### config.mk
export PLATFORM = sky130hd
export DESIGN_NAME = vlsp_pacer
export DESIGN_NICKNAME = d
export VERILOG_FILES = /design/src/vlsp_fifo.v /design/src/vlsp_pacer.v
export VERILOG_INCLUDE_DIRS = /design/src /design/src/src
export SDC_FILE = /design/constraint.sdc
export NUM_CORES = 2
export LEC_CHECK = 0
export ABC_CLOCK_PERIOD_IN_PS = 5700
export BUFFER_PORTS_ARGS = -buffer_cell sky130_fd_sc_hd__buf_2
export CELL_PAD_IN_SITES_DETAIL_PLACEMENT = 0
export CELL_PAD_IN_SITES_GLOBAL_PLACEMENT = 1
export CORE_MARGIN = 2
export CORE_UTILIZATION = 55
export DETAILED_ROUTE_END_ITERATION = 10
export GPL_TIMING_DRIVEN = 0
export PLACE_DENSITY = 0.8
export SLEW_MARGIN = 20
export SYNTH_ARGS = -nofsm -noshare
export SYNTH_HDL_FRONTEND = slang
export SYNTH_SLANG_ARGS = --single-unit
### constraint.sdc
create_clock -name SYS_CLK_I -period 5.7 [get_ports SYS_CLK_I]
set_input_delay 0.57 -clock SYS_CLK_I [delete_from_list [all_inputs] [get_ports SYS_CLK_I]]
set_output_delay 0.57 -clock SYS_CLK_I [all_outputs]
set_load 0.03 [all_outputs]
### src/vlsp_consts.vh
`ifndef VLSP_CONSTS_VH
`define VLSP_CONSTS_VH

// ============================================================
// Line and frame timing.
`define VLSP_BLANK_CLKS 12'd280
`define VLSP_ACTIVE_BEATS 12'd1920
`define VLSP_LINES_PER_FRAME 5'd24
`define VLSP_FRAME_RATE_HZ 2700
`define VLSP_FRAME_CLKS 32'd55000
`define VLSP_FRAME_CLKS_DEFAULT 55000
`define VLSP_ONE_12 12'h001
`define VLSP_ONE_5 5'h01
`define VLSP_ONE_32 32'h00000001
`define VLSP_ZERO_12 12'h000
`define VLSP_ZERO_5 5'h00
`define VLSP_ZERO_32 32'h00000000

// ============================================================
// Stream data and buffer shape.
`define VLSP_DATA_W 32
`define VLSP_FIFO_DEPTH 32
`define VLSP_FIFO_AW 5
`define VLSP_PIXEL_SEED 32'h00000000
`define VLSP_PIXEL_STEP 32'h00000001

`endif

### src/vlsp_fifo.v
`timescale 1ns/100ps
`default_nettype none

// ============================================================
// Synchronous FIFO with valid and ready on both sides.
module vlsp_fifo #(
  parameter WIDTH = 32,
  parameter DEPTH = 32,
  parameter AW = 5
)
(
  // Clock and reset.
  input wire clk_i,
  input wire arst_n_i,
  // Fill side.
  input wire [WIDTH-1:0] in_data_i,
  input wire in_valid_i,
  output wire in_ready_o,
  // Drain side.
  output reg [WIDTH-1:0] out_data_o,
  output wire out_valid_o,
  input wire out_ready_i
);

  reg [WIDTH-1:0] mem_r [0:DEPTH-1];
  reg [AW:0] wr_ptr_r;
  reg [AW:0] rd_ptr_r;
  reg [AW:0] count_r;
  reg out_valid_r;
  wire do_wr;
  wire do_rd;
  wire [AW:0] depth_c;

  assign depth_c = DEPTH[AW:0];
  assign in_ready_o = (count_r != depth_c);
  assign out_valid_o = out_valid_r;
  assign do_wr = in_valid_i & in_ready_o;
  // The output register is refilled when it is empty or being taken and the storage array holds at least one entry.
  assign do_rd = (count_r != {(AW+1){1'b0}}) & (~out_valid_r | out_ready_i);

  // Storage array, written on the fill side.
  always @(posedge clk_i)
  begin
    if (do_wr)
      mem_r[wr_ptr_r[AW-1:0]] <= in_data_i;
  end

  // Pointers, occupancy and registered read data.
  always @(posedge clk_i or negedge arst_n_i)
  begin
    if (!arst_n_i)
    begin
      wr_ptr_r <= {(AW+1){1'b0}};
      rd_ptr_r <= {(AW+1){1'b0}};
      count_r <= {(AW+1){1'b0}};
      out_valid_r <= 1'b0;
      out_data_o <= {WIDTH{1'b0}};
    end
    else
    begin
      if (do_wr)
        wr_ptr_r <= wr_ptr_r + {{AW{1'b0}}, 1'b1};
      if (do_rd)
      begin
        rd_ptr_r <= rd_ptr_r + {{AW{1'b0}}, 1'b1};
        out_data_o <= mem_r[rd_ptr_r[AW-1:0]];
        out_valid_r <= 1'b1;
      end
      else if (out_ready_i)
        out_valid_r <= 1'b0;
      if (do_wr && !do_rd)
        count_r <= count_r + {{AW{1'b0}}, 1'b1};
      else if (!do_wr && do_rd)
        count_r <= count_r - {{AW{1'b0}}, 1'b1};
    end
  end

endmodule // vlsp_fifo

`default_nettype wire

### src/vlsp_pacer.v
`include "vlsp_consts.vh"
`timescale 1ns/100ps
`default_nettype none

module vlsp_pacer #(
  parameter FRAME_CLKS = `VLSP_FRAME_CLKS_DEFAULT
)
(
  // Clock and reset.
  input wire SYS_CLK_I,
  input wire ARST_N_I,
  // Frame sync out.
  output reg FSYNC_O,
  // Write stream toward the DMA stream-to-memory port.
  output reg [31:0] WR_TDATA_O,
  output reg WR_TVALID_O,
  output reg WR_TLAST_O,
  input wire WR_TREADY_I,
  // Read stream from the DMA memory-to-stream port.
  input wire [31:0] RD_TDATA_I,
  input wire RD_TVALID_I,
  input wire RD_TLAST_I,
  output reg RD_TREADY_O,
  // Received pixels out of the buffer.
  output reg [31:0] PIX_DATA_O,
  output reg PIX_VALID_O,
  output reg PIX_LAST_O,
  input wire PIX_READY_I,
  // Status.
  output reg WR_THROTTLE_O,
  output reg RD_THROTTLE_O,
  output reg RD_LAST_ERR_O,
  output reg LINE_BUSY_O,
  output reg [4:0] LINE_NUM_O
);

  // ============================================================
  // Line state machine codes.
  localparam ST_WAIT = 2'b00;
  localparam ST_BLANK = 2'b01;
  localparam ST_ACTIVE = 2'b10;

  reg [1:0] state_r;
  reg [1:0] state_nxt;
  reg [31:0] frame_cnt_r;
  reg fsync_r;
  reg [11:0] blank_cnt_r;
  reg [11:0] beat_cnt_r;
  reg [4:0] line_cnt_r;
  reg [31:0] pixel_r;
  wire [31:0] frame_len;
  wire line_start;
  wire blank_done;
  wire line_end;
  wire fifo_in_ready;
  wire [32:0] fifo_out_data;
  wire fifo_out_valid;
  wire pix_take;

  assign frame_len = FRAME_CLKS;

  // Counter step helper shared by the blanking and beat counters.
  function [11:0] vlsp_inc12;
    input [11:0] v;
    begin
      vlsp_inc12 = v + `VLSP_ONE_12;
    end
  endfunction

  // ============================================================
  // Frame sync generator: one pulse per frame period.
  always @(posedge SYS_CLK_I or negedge ARST_N_I)
  begin
    if (!ARST_N_I)
    begin
      frame_cnt_r <= `VLSP_ZERO_32;
      fsync_r <= 1'b0;
    end
    else
    begin
      fsync_r <= (frame_cnt_r == frame_len - `VLSP_ONE_32);
      if (frame_cnt_r == frame_len - `VLSP_ONE_32)
        frame_cnt_r <= `VLSP_ZERO_32;
      else
        frame_cnt_r <= frame_cnt_r + `VLSP_ONE_32;
    end
  end

  // ============================================================
  // Line sequencing.
  assign line_start = fsync_r;
  assign blank_done = (blank_cnt_r == `VLSP_BLANK_CLKS - `VLSP_ONE_12);
  // A beat counts only when the write side is accepted; the read side is
  // paced by the same window and its own throttle is flagged separately.
  assign line_end = (beat_cnt_r == `VLSP_ACTIVE_BEATS - `VLSP_ONE_12) &
                    WR_TREADY_I;

  // Next state of the line machine.
  always @*
  begin
    state_nxt = state_r;
    case (state_r)
      ST_WAIT:
        if (line_start)
          state_nxt = ST_BLANK;
      ST_BLANK:
        if (blank_done)
          state_nxt = ST_ACTIVE;
      ST_ACTIVE:
        if (line_end)
        begin
          if (line_cnt_r == `VLSP_LINES_PER_FRAME - `VLSP_ONE_5)
            state_nxt = ST_WAIT;
          else
            state_nxt = ST_BLANK;
        end
      default:
        state_nxt = ST_WAIT;
    endcase
  end

  // Counters for blanking, beats and lines.
  always @(posedge SYS_CLK_I or negedge ARST_N_I)
  begin
    if (!ARST_N_I)
    begin
      state_r <= ST_WAIT;
      blank_cnt_r <= `VLSP_ZERO_12;
      beat_cnt_r <= `VLSP_ZERO_12;
      line_cnt_r <= `VLSP_ZERO_5;
      pixel_r <= `VLSP_PIXEL_SEED;
    end
    else
    begin
      state_r <= state_nxt;
      if (state_r == ST_BLANK)
        blank_cnt_r <= blank_done ? `VLSP_ZERO_12 : vlsp_inc12(blank_cnt_r);
      else
        blank_cnt_r <= `VLSP_ZERO_12;
      if (state_r == ST_ACTIVE && WR_TREADY_I)
      begin
        beat_cnt_r <= line_end ? `VLSP_ZERO_12 : vlsp_inc12(beat_cnt_r);
        pixel_r <= pixel_r + `VLSP_PIXEL_STEP;
      end
      if (state_r == ST_WAIT && line_start)
        line_cnt_r <= `VLSP_ZERO_5;
      else if (state_r == ST_ACTIVE && line_end)
        line_cnt_r <= line_cnt_r + `VLSP_ONE_5;
    end
  end

  // ============================================================
  // Registered stream and status outputs.
  always @(posedge SYS_CLK_I or negedge ARST_N_I)
  begin
    if (!ARST_N_I)
    begin
      FSYNC_O <= 1'b0;
      WR_TDATA_O <= `VLSP_ZERO_32;
      WR_TVALID_O <= 1'b0;
      WR_TLAST_O <= 1'b0;
      RD_TREADY_O <= 1'b0;
      WR_THROTTLE_O <= 1'b0;
      RD_THROTTLE_O <= 1'b0;
      RD_LAST_ERR_O <= 1'b0;
      LINE_BUSY_O <= 1'b0;
      LINE_NUM_O <= `VLSP_ZERO_5;
    end
    else
    begin
      FSYNC_O <= fsync_r;
      LINE_BUSY_O <= (state_nxt == ST_ACTIVE);
      LINE_NUM_O <= line_cnt_r;
      // Source holds valid through the active window.
      if (state_nxt == ST_ACTIVE)
      begin
        WR_TVALID_O <= 1'b1;
        if (state_r != ST_ACTIVE || line_end)
          WR_TDATA_O <= pixel_r;
        else if (WR_TREADY_I)
          WR_TDATA_O <= pixel_r + `VLSP_PIXEL_STEP;
      end
      else
        WR_TVALID_O <= 1'b0;
      // Last beat flag for beat 1920.
      if (state_nxt != ST_ACTIVE)
        WR_TLAST_O <= 1'b0;
      else if (state_r != ST_ACTIVE)
        WR_TLAST_O <= 1'b0;
      else if (WR_TREADY_I)
        WR_TLAST_O <= (beat_cnt_r == `VLSP_ACTIVE_BEATS - 12'd2);
      // Sink is ready only in the active window and when the buffer had room on the clock before.
      RD_TREADY_O <= (state_nxt == ST_ACTIVE) & fifo_in_ready;
      // Throttle flags, one-cycle pulses sampled per active clock.
      WR_THROTTLE_O <= (state_r == ST_ACTIVE) & WR_TVALID_O &
                       ~WR_TREADY_I;
      RD_THROTTLE_O <= (state_r == ST_ACTIVE) & RD_TREADY_O &
                       ~RD_TVALID_I;
      // tlast from the DMA must land on beat 1920 of the source.
      RD_LAST_ERR_O <= RD_TREADY_O & RD_TVALID_I &
                       (RD_TLAST_I != WR_TLAST_O);
    end
  end

  // ============================================================
  // Receive buffer between the read stream and the pixel port.
  vlsp_fifo #(
    .WIDTH(`VLSP_DATA_W + 1),
    .DEPTH(`VLSP_FIFO_DEPTH),
    .AW(`VLSP_FIFO_AW)
  ) u_rx_fifo (
    .clk_i(SYS_CLK_I),
    .arst_n_i(ARST_N_I),
    .in_data_i({RD_TLAST_I, RD_TDATA_I}),
    .in_valid_i(RD_TVALID_I & RD_TREADY_O),
    .in_ready_o(fifo_in_ready),
    .out_data_o(fifo_out_data),
    .out_valid_o(fifo_out_valid),
    .out_ready_i(pix_take)
  );

  // Output stage: a register slice so the pixel port comes from flops.
  assign pix_take = ~PIX_VALID_O | PIX_READY_I;

  always @(posedge SYS_CLK_I or negedge ARST_N_I)
  begin
    if (!ARST_N_I)
    begin
      PIX_DATA_O <= `VLSP_ZERO_32;
      PIX_VALID_O <= 1'b0;
      PIX_LAST_O <= 1'b0;
    end
    else if (pix_take)
    begin
      PIX_VALID_O <= fifo_out_valid;
      PIX_DATA_O <= fifo_out_data[31:0];
      PIX_LAST_O <= fifo_out_data[32];
    end
  end

endmodule // vlsp_pacer

`default_nettype wire

Yosys cells after proc, flatten, opt, wreduce, memory -nomap -nowiden --
Memories as Yosys holds them, arrays and structs flattened. A register that Yosys moved wholly into a read port is not among the register bits. Index checks and enable logic that the tools add are counted.
Word-level totals: RAM bits 1056, bits in registers 194, memories kept 1, input bits 38, output and inout bits 79, logic and storage cells 102
Memory list:
- u_rx_fifo.mem_r | depth 32, width 33, rd ports 1, clocked after memory_dff 1, wr ports 1, RTL line vlsp_fifo.v:25 | reg [WIDTH-1:0] mem_r [0:DEPTH-1];
Cells by class: mux-type cells 23, bitwise operators 16, eq/ne operators 12, reductions and logical operators 17, add/subtract/negate cells 9
Operators with widths (count):
- 32-bit 2-to-1 mux | 3
- 32-bit by 1-bit adder with 32-bit output, second input constant | 2
- 12-bit 2-to-1 mux | 3
- 32-bit by 16-bit equality test with 1-bit output, second input constant | 1
- 12-bit by 1-bit adder with 12-bit output, second input constant | 2
- 12-bit by 11-bit equality test with 1-bit output, second input constant | 2
- 6-bit by 1-bit adder with 6-bit output, second input constant | 3
- 12-bit by 9-bit equality test with 1-bit output, second input constant | 1
- 6-bit 2-to-1 mux | 2
- 1-bit AND | 10
- 5-bit 2-to-1 mux | 2
- 1-bit 2-to-1 mux | 9
- 2-bit nonzero test | 4
- 2-bit 2-to-1 mux | 3
- 6-bit inequality test, second input constant | 1
- 2-bit one-hot mux with 3 select lines | 1
- 6-bit nonzero test | 1
- 6-bit by 1-bit subtractor with 6-bit output, second input constant | 1
- 5-bit by 1-bit adder with 5-bit output, second input constant | 1
- 5-bit equality test, second input constant | 1
- 1-bit logical AND | 5
- 2-bit equality test, second input constant | 2
- 2-bit inequality test, second input constant | 2
- 1-bit NOT | 4
- 8 further kinds | 11

Logic depth before layout (Yosys ltp) --
depth in word-level cells 7, depth in mapped cells 13, gate-level depth less buffers 12

Cells and area by module --
Synthesis repeated with hierarchy kept, for this count alone.
Unflattened totals: cell total of the unflattened synthesis 2736, area, all modules 50178.1 um2
By module, submodules not included:
- vlsp_fifo | area each 42226.7 um2, instances 1, sequential area each 32961.6 um2, cells each 2011
- vlsp_pacer | area each 7951.4 um2, instances 1, sequential area each 4354.2 um2, cells each 725

Least setup slack after synthesis --
Ideal clock, no wire load.
kind input -> register, start point in RD_TVALID_I, end point mem u_rx_fifo.mem_r[31][0] in the netlist's numbering (enable), setup time 0.423 ns, cell stages on the path 5, buffers on the path 1, path slack 2.422 ns, data arrival time 2.854 ns, required time 5.277 ns, path through nand2_1 -> a31oi_1 -> nand2_1 -> clkbuf_1 -> nor2_1
Between the ends: word-level cells in the longest chain between the ends 4
Ends and longest elaborated chain:
- start: declaration | RTL line vlsp_pacer.v:21 | input wire RD_TVALID_I,
- 1-bit AND | RTL line vlsp_pacer.v:215 | .in_valid_i(RD_TVALID_I & RD_TREADY_O),
- 1-bit AND | RTL line vlsp_fifo.v:37 | assign do_wr = in_valid_i & in_ready_o;
- named net u_rx_fifo.do_wr | RTL line vlsp_fifo.v:30 | wire do_wr;
- 1-bit 2-to-1 mux | RTL line vlsp_fifo.v:44 | if (do_wr)
- 1-bit 2-to-1 mux (not written as such) | RTL line vlsp_fifo.v:45 | mem_r[wr_ptr_r[AW-1:0]] <= in_data_i;
- end: declaration | RTL line vlsp_fifo.v:25
The timed path passes the listed nets, and every way through them passes these cells.

Final worst setup path --
start point reg u_rx_fifo.count_r[1], end point reg u_rx_fifo.count_r[5]
Between the ends: word-level cells in the longest chain between the ends 5, elaborated cells between the ends (all ways) 13, those cells by class 2 x add/sub; 1 x eq/ne; 2 x mux; 2 x bitwise; 6 x reduce/logical
Ends and longest elaborated chain:
- start: declaration | RTL line vlsp_fifo.v:28 | reg [AW:0] count_r;
- start signal: assignment | RTL line vlsp_fifo.v:55 | count_r <= {(AW+1){1'b0}};
- start signal: assignment | RTL line vlsp_fifo.v:72 | count_r <= count_r + {{AW{1'b0}}, 1'b1};
- start signal: assignment | RTL line vlsp_fifo.v:74 | count_r <= count_r - {{AW{1'b0}}, 1'b1};
- parallel branches: the longest is 5 deep, another holds 6-bit by 1-bit subtractor with 6-bit output
Several ways; the timed one is not identified. The select of a mux whose other input is x is not followed. A chain may end at the register's enable or synchronous reset.

==> results.md <==
- Top cells by area, synth: edfxtp_1, dfrtp_1, mux4_2
- Initial Util: 55.43%
- Register share of total power: between 40% and 50%
- Synth cell count leaders: edfxtp_1, dfrtp_1, mux2i_1
- Asr flop ratio synth: roughly 18%
- 1st-iter DRT viols: 3340
- Crit Path Max Fanout: 10
- Die height: 305.2 um
- Total gr overflow: 0
- Clk pin slew, worst setup/hold paths: 0.05 ns
- Mapped Cells: around 2800
- DIE AREA: 0.09314 mm2
- EDFF count, synth: 1056
- Register area share after synthesis: 74.79%
- DIE WIDTH: slightly above 300 um
- Startpoint Class: register
- Worst Setup EP: u_rx_fifo.count_r[5]
- Max Clock Skew: 0.04045 ns
- Critical R2R Launch: u_rx_fifo.count_r[1]
- Pre-CTS setup slack: 1.204 ns
- Post-DP HPWL: about 84 mm
- Clock tree sinks: ~1300
- Global-route usage over all layers: 26.90%
- Clk root buf: clkbuf_16
- Vias in the first global route: 27960
- Most frequent cell after synthesis: edfxtp_1
- Final Hold Viols: 0
- Critical path start-end classification: reg -> reg
- CTS tree: built
- Wire per inst: 28.23 um
- Worst EP required: about 6.3 ns
- Largest net degree at the start of global routing: 82
- Cts repair resizes: 0
- CP Capture Type: register
- Worst Setup SP: u_rx_fifo.count_r[1]
- GP Congestion: 0.8585
- Cts bufs inserted: 130
- H-tree Lvls: 4
- Worst ir drop on vdd: about 0.41 mV
- Hold Crit Class: in -> reg
- CTS Buffer Depth: 3
- RSZ-0062 raised after global routing: no
- Area occupied by multi-input gates: 0.01213 mm2
- DRT Pass-1 Iters: 5
- CP max stage delay: between 0.8 and 0.9 ns
- Register area: 0.03732 mm2
- CP most frequent cell: ha_1
- Post-synth top area share: about 64%
- Ys Warns: 0
- R2R setup slack: 1.13 ns
- Comb pwr share: 23.1%
- Crit-path cells: nor4_1 > nor3b_1 > a21oi_1 > clkinv_1 > clkbuf_1 > ha_1 > inv_1 > ha_1 > nand2_1 > o21ai_0 > mux2i_1 > o2111ai_1 > xor2_1
- Drc violations: 0
- Layout net count: 3167
- Cell Area, Synth: 0.04990 mm2
- Worst skew pair latency: 0.75 ns
- Global-route wire length before repair: 181.4 mm
- Crit share post-route: 80.18%
- Fill cells: 6118
- Internal power: 0.01740 W
- Min cycle time layout: approximately 4.6 ns
- Worst-Margin Slew: 1.166 ns
- Max_cap viols: 0
- Final cell count without fillers: 4392
- Vias: 27390
- Vias per cell: about 6.2
- Ports: 117
- Post-placement cell count: 4154
- Core Box Area: 0.09001 mm2
- Post-route ant nets: 0
- Antenna violations before repair: 3
- Leading area contributor after synthesis: edfxtp_1
- Sw Pwr: 0.007128 W
- Row count: between 100 and 150
- I/O Buffers: 116
- Top_reg_cell synth: edfxtp_1
- Lkg Pwr: 19.96 nW
- Area delta synth->final: 15.64%
- Slew Limit Fails: 0
- Final setup vio count: 0
- Clock share of power: 33.6%
- Syn Area/Cell: 17.79 um2
- Sw frac: between 20 and 30%
- Post-Route WL: 124.0 mm
- Slowest CP cell: clkbuf_1
- Fin worst setup slack: around 1.1 ns
- Relative slew slack: 22.27%
- F_max: 0.2188 GHz
- Syn_nets: approximately 2900
- R2R cell count: 13
- R2r endpoint: u_rx_fifo.count_r[5]
- Layout cells sized above 1: ~20%
- Synthesis-stage register bit count: about 1300
- Post-route core utilization: 64.10%
- Min-Delay Path Depth: 2
- Data arrival time of the worst path: 5.17 ns
- Outcome: finished, final reports clean
- Cell area power density: 425.0 mW/mm2
- Synth cell types: 61
## stage by stage
step / hold WS [ns] / setup TNS (ns) / power [W] / area (um2)
after floorplan: 0.2744 / 0 / 0.01446 / 49900
after global placement: 0.4098 / -59.97 / 0.01626 / 51950
after detailed placement: 0.4339 / 0 / 0.01643 / 53560
after CTS: 0.05539 / 0 / 0.02463 / 57700
after global routing: 0.08286 / 0 / 0.02530 / 57700
final: 0.09865 / 0 / 0.02452 / 57700
## placed cells by master, fill, tap and decap left out, drive strengths merged, types with 53 or more instances in the layout
master / instances
dfrtp: 224
xor2: 53
buf: 243
mux4: 156
nor2: 152
edfxtp: 1056
nand2: 208
clkbuf: 254
mux2i: 219
a22oi: 58
xnor2: 63
## area by class of cell
| cell class | instances | share of cell area (%) |
|---|---|---|
| sequential | 1280 | 64.67 |
| multi-input combinational | 1364 | 21.03 |
| clock buffer | 177 | 6.178 |
| timing repair buffer | 175 | 3.379 |
| tap | 1176 | 2.550 |
| buffer | 147 | 1.138 |
| clock inverter | 58 | 0.9563 |
| inverter | 14 | 0.09108 |
| antenna | 1 | 0.004337 |
## repair_timing
item	CTS	global route
buffers inserted	0	0
endpoints found under the hold margin	67	0
hold buffers	2	0
## worst max-delay path, delay by kind of cell (launching register included)
family / cells / cell delay (ns)
buffers and inverters: 3 / 1.21
AND/OR/NAND/NOR: 3 / 0.93
adder cells (fa/ha/maj): 2 / 0.77
AO/OA/AOI/OAI: 3 / 0.72
flip-flops: 1 / 0.42
multiplexers: 1 / 0.23
XOR/XNOR: 1 / 0.16
## per-layer routing
| layer | vias up | GRT usage (%) | routed length, um |
|---|---|---|---|
| met2 | 1332 | 43.61 | 59950 |
| met5 | - | 0 | 9 |
| met4 | 2 | 11.25 | 5067 |
| li1 | 11740 | - | - |
| met3 | 262 | 5.581 | 10500 |
| met1 | 14060 | 35.87 | 48450 |
## worst min-delay path by stage
| stage | startpoint | to |
|---|---|---|
| finish | WR_TREADY_I | WR_THROTTLE_O |
| global route | WR_TREADY_I | WR_THROTTLE_O |
| detailed placement | line_cnt_r[4] | LINE_NUM_O[4] |
| global placement | line_cnt_r[4] | LINE_NUM_O[4] |
| floorplan | ARST_N_I | FSYNC_O |
| CTS | WR_TREADY_I | WR_THROTTLE_O |
## kinds of logic after synthesis
logic type | Yosys count | share of synthesized area (%)
adders and majority gates | 17 | 0.4413
muxes | 385 | 11.67
xor gates and xnor gates | 116 | 2.036
and+or+nand+nor | 559 | 5.336
AOI/OAI and AO/OA | 287 | 4.311
DFF | 1280 | 74.79
buffers and inverters | 161 | 1.419
## power by group through the flow
stage | logic [W] | clock network (W) | registers [W]
after floorplan | 0.00355 | 0 | 0.0109
after global placement | 0.00547 | 0 | 0.0108
final | 0.00566 | 0.00824 | 0.0106
after global routing | 0.00595 | 0.00871 | 0.0106
after detailed placement | 0.00563 | 0 | 0.0108
after CTS | 0.00567 | 0.00834 | 0.0106
## flip-flops by register name, indices dropped and copies added (netlist names), 2 cells and up
name                  count
u_rx_fifo.wr_ptr_r        5
pixel_r                  32
beat_cnt_r               12
WR_TDATA_O               32
u_rx_fifo.out_data_o     33
line_cnt_r                5
PIX_DATA_O               32
frame_cnt_r              32
state_r                   2
LINE_NUM_O                5
u_rx_fifo.mem_r        1056
u_rx_fifo.rd_ptr_r        5
u_rx_fifo.count_r         6
blank_cnt_r              12
Power figures use the tool's default switching activity.
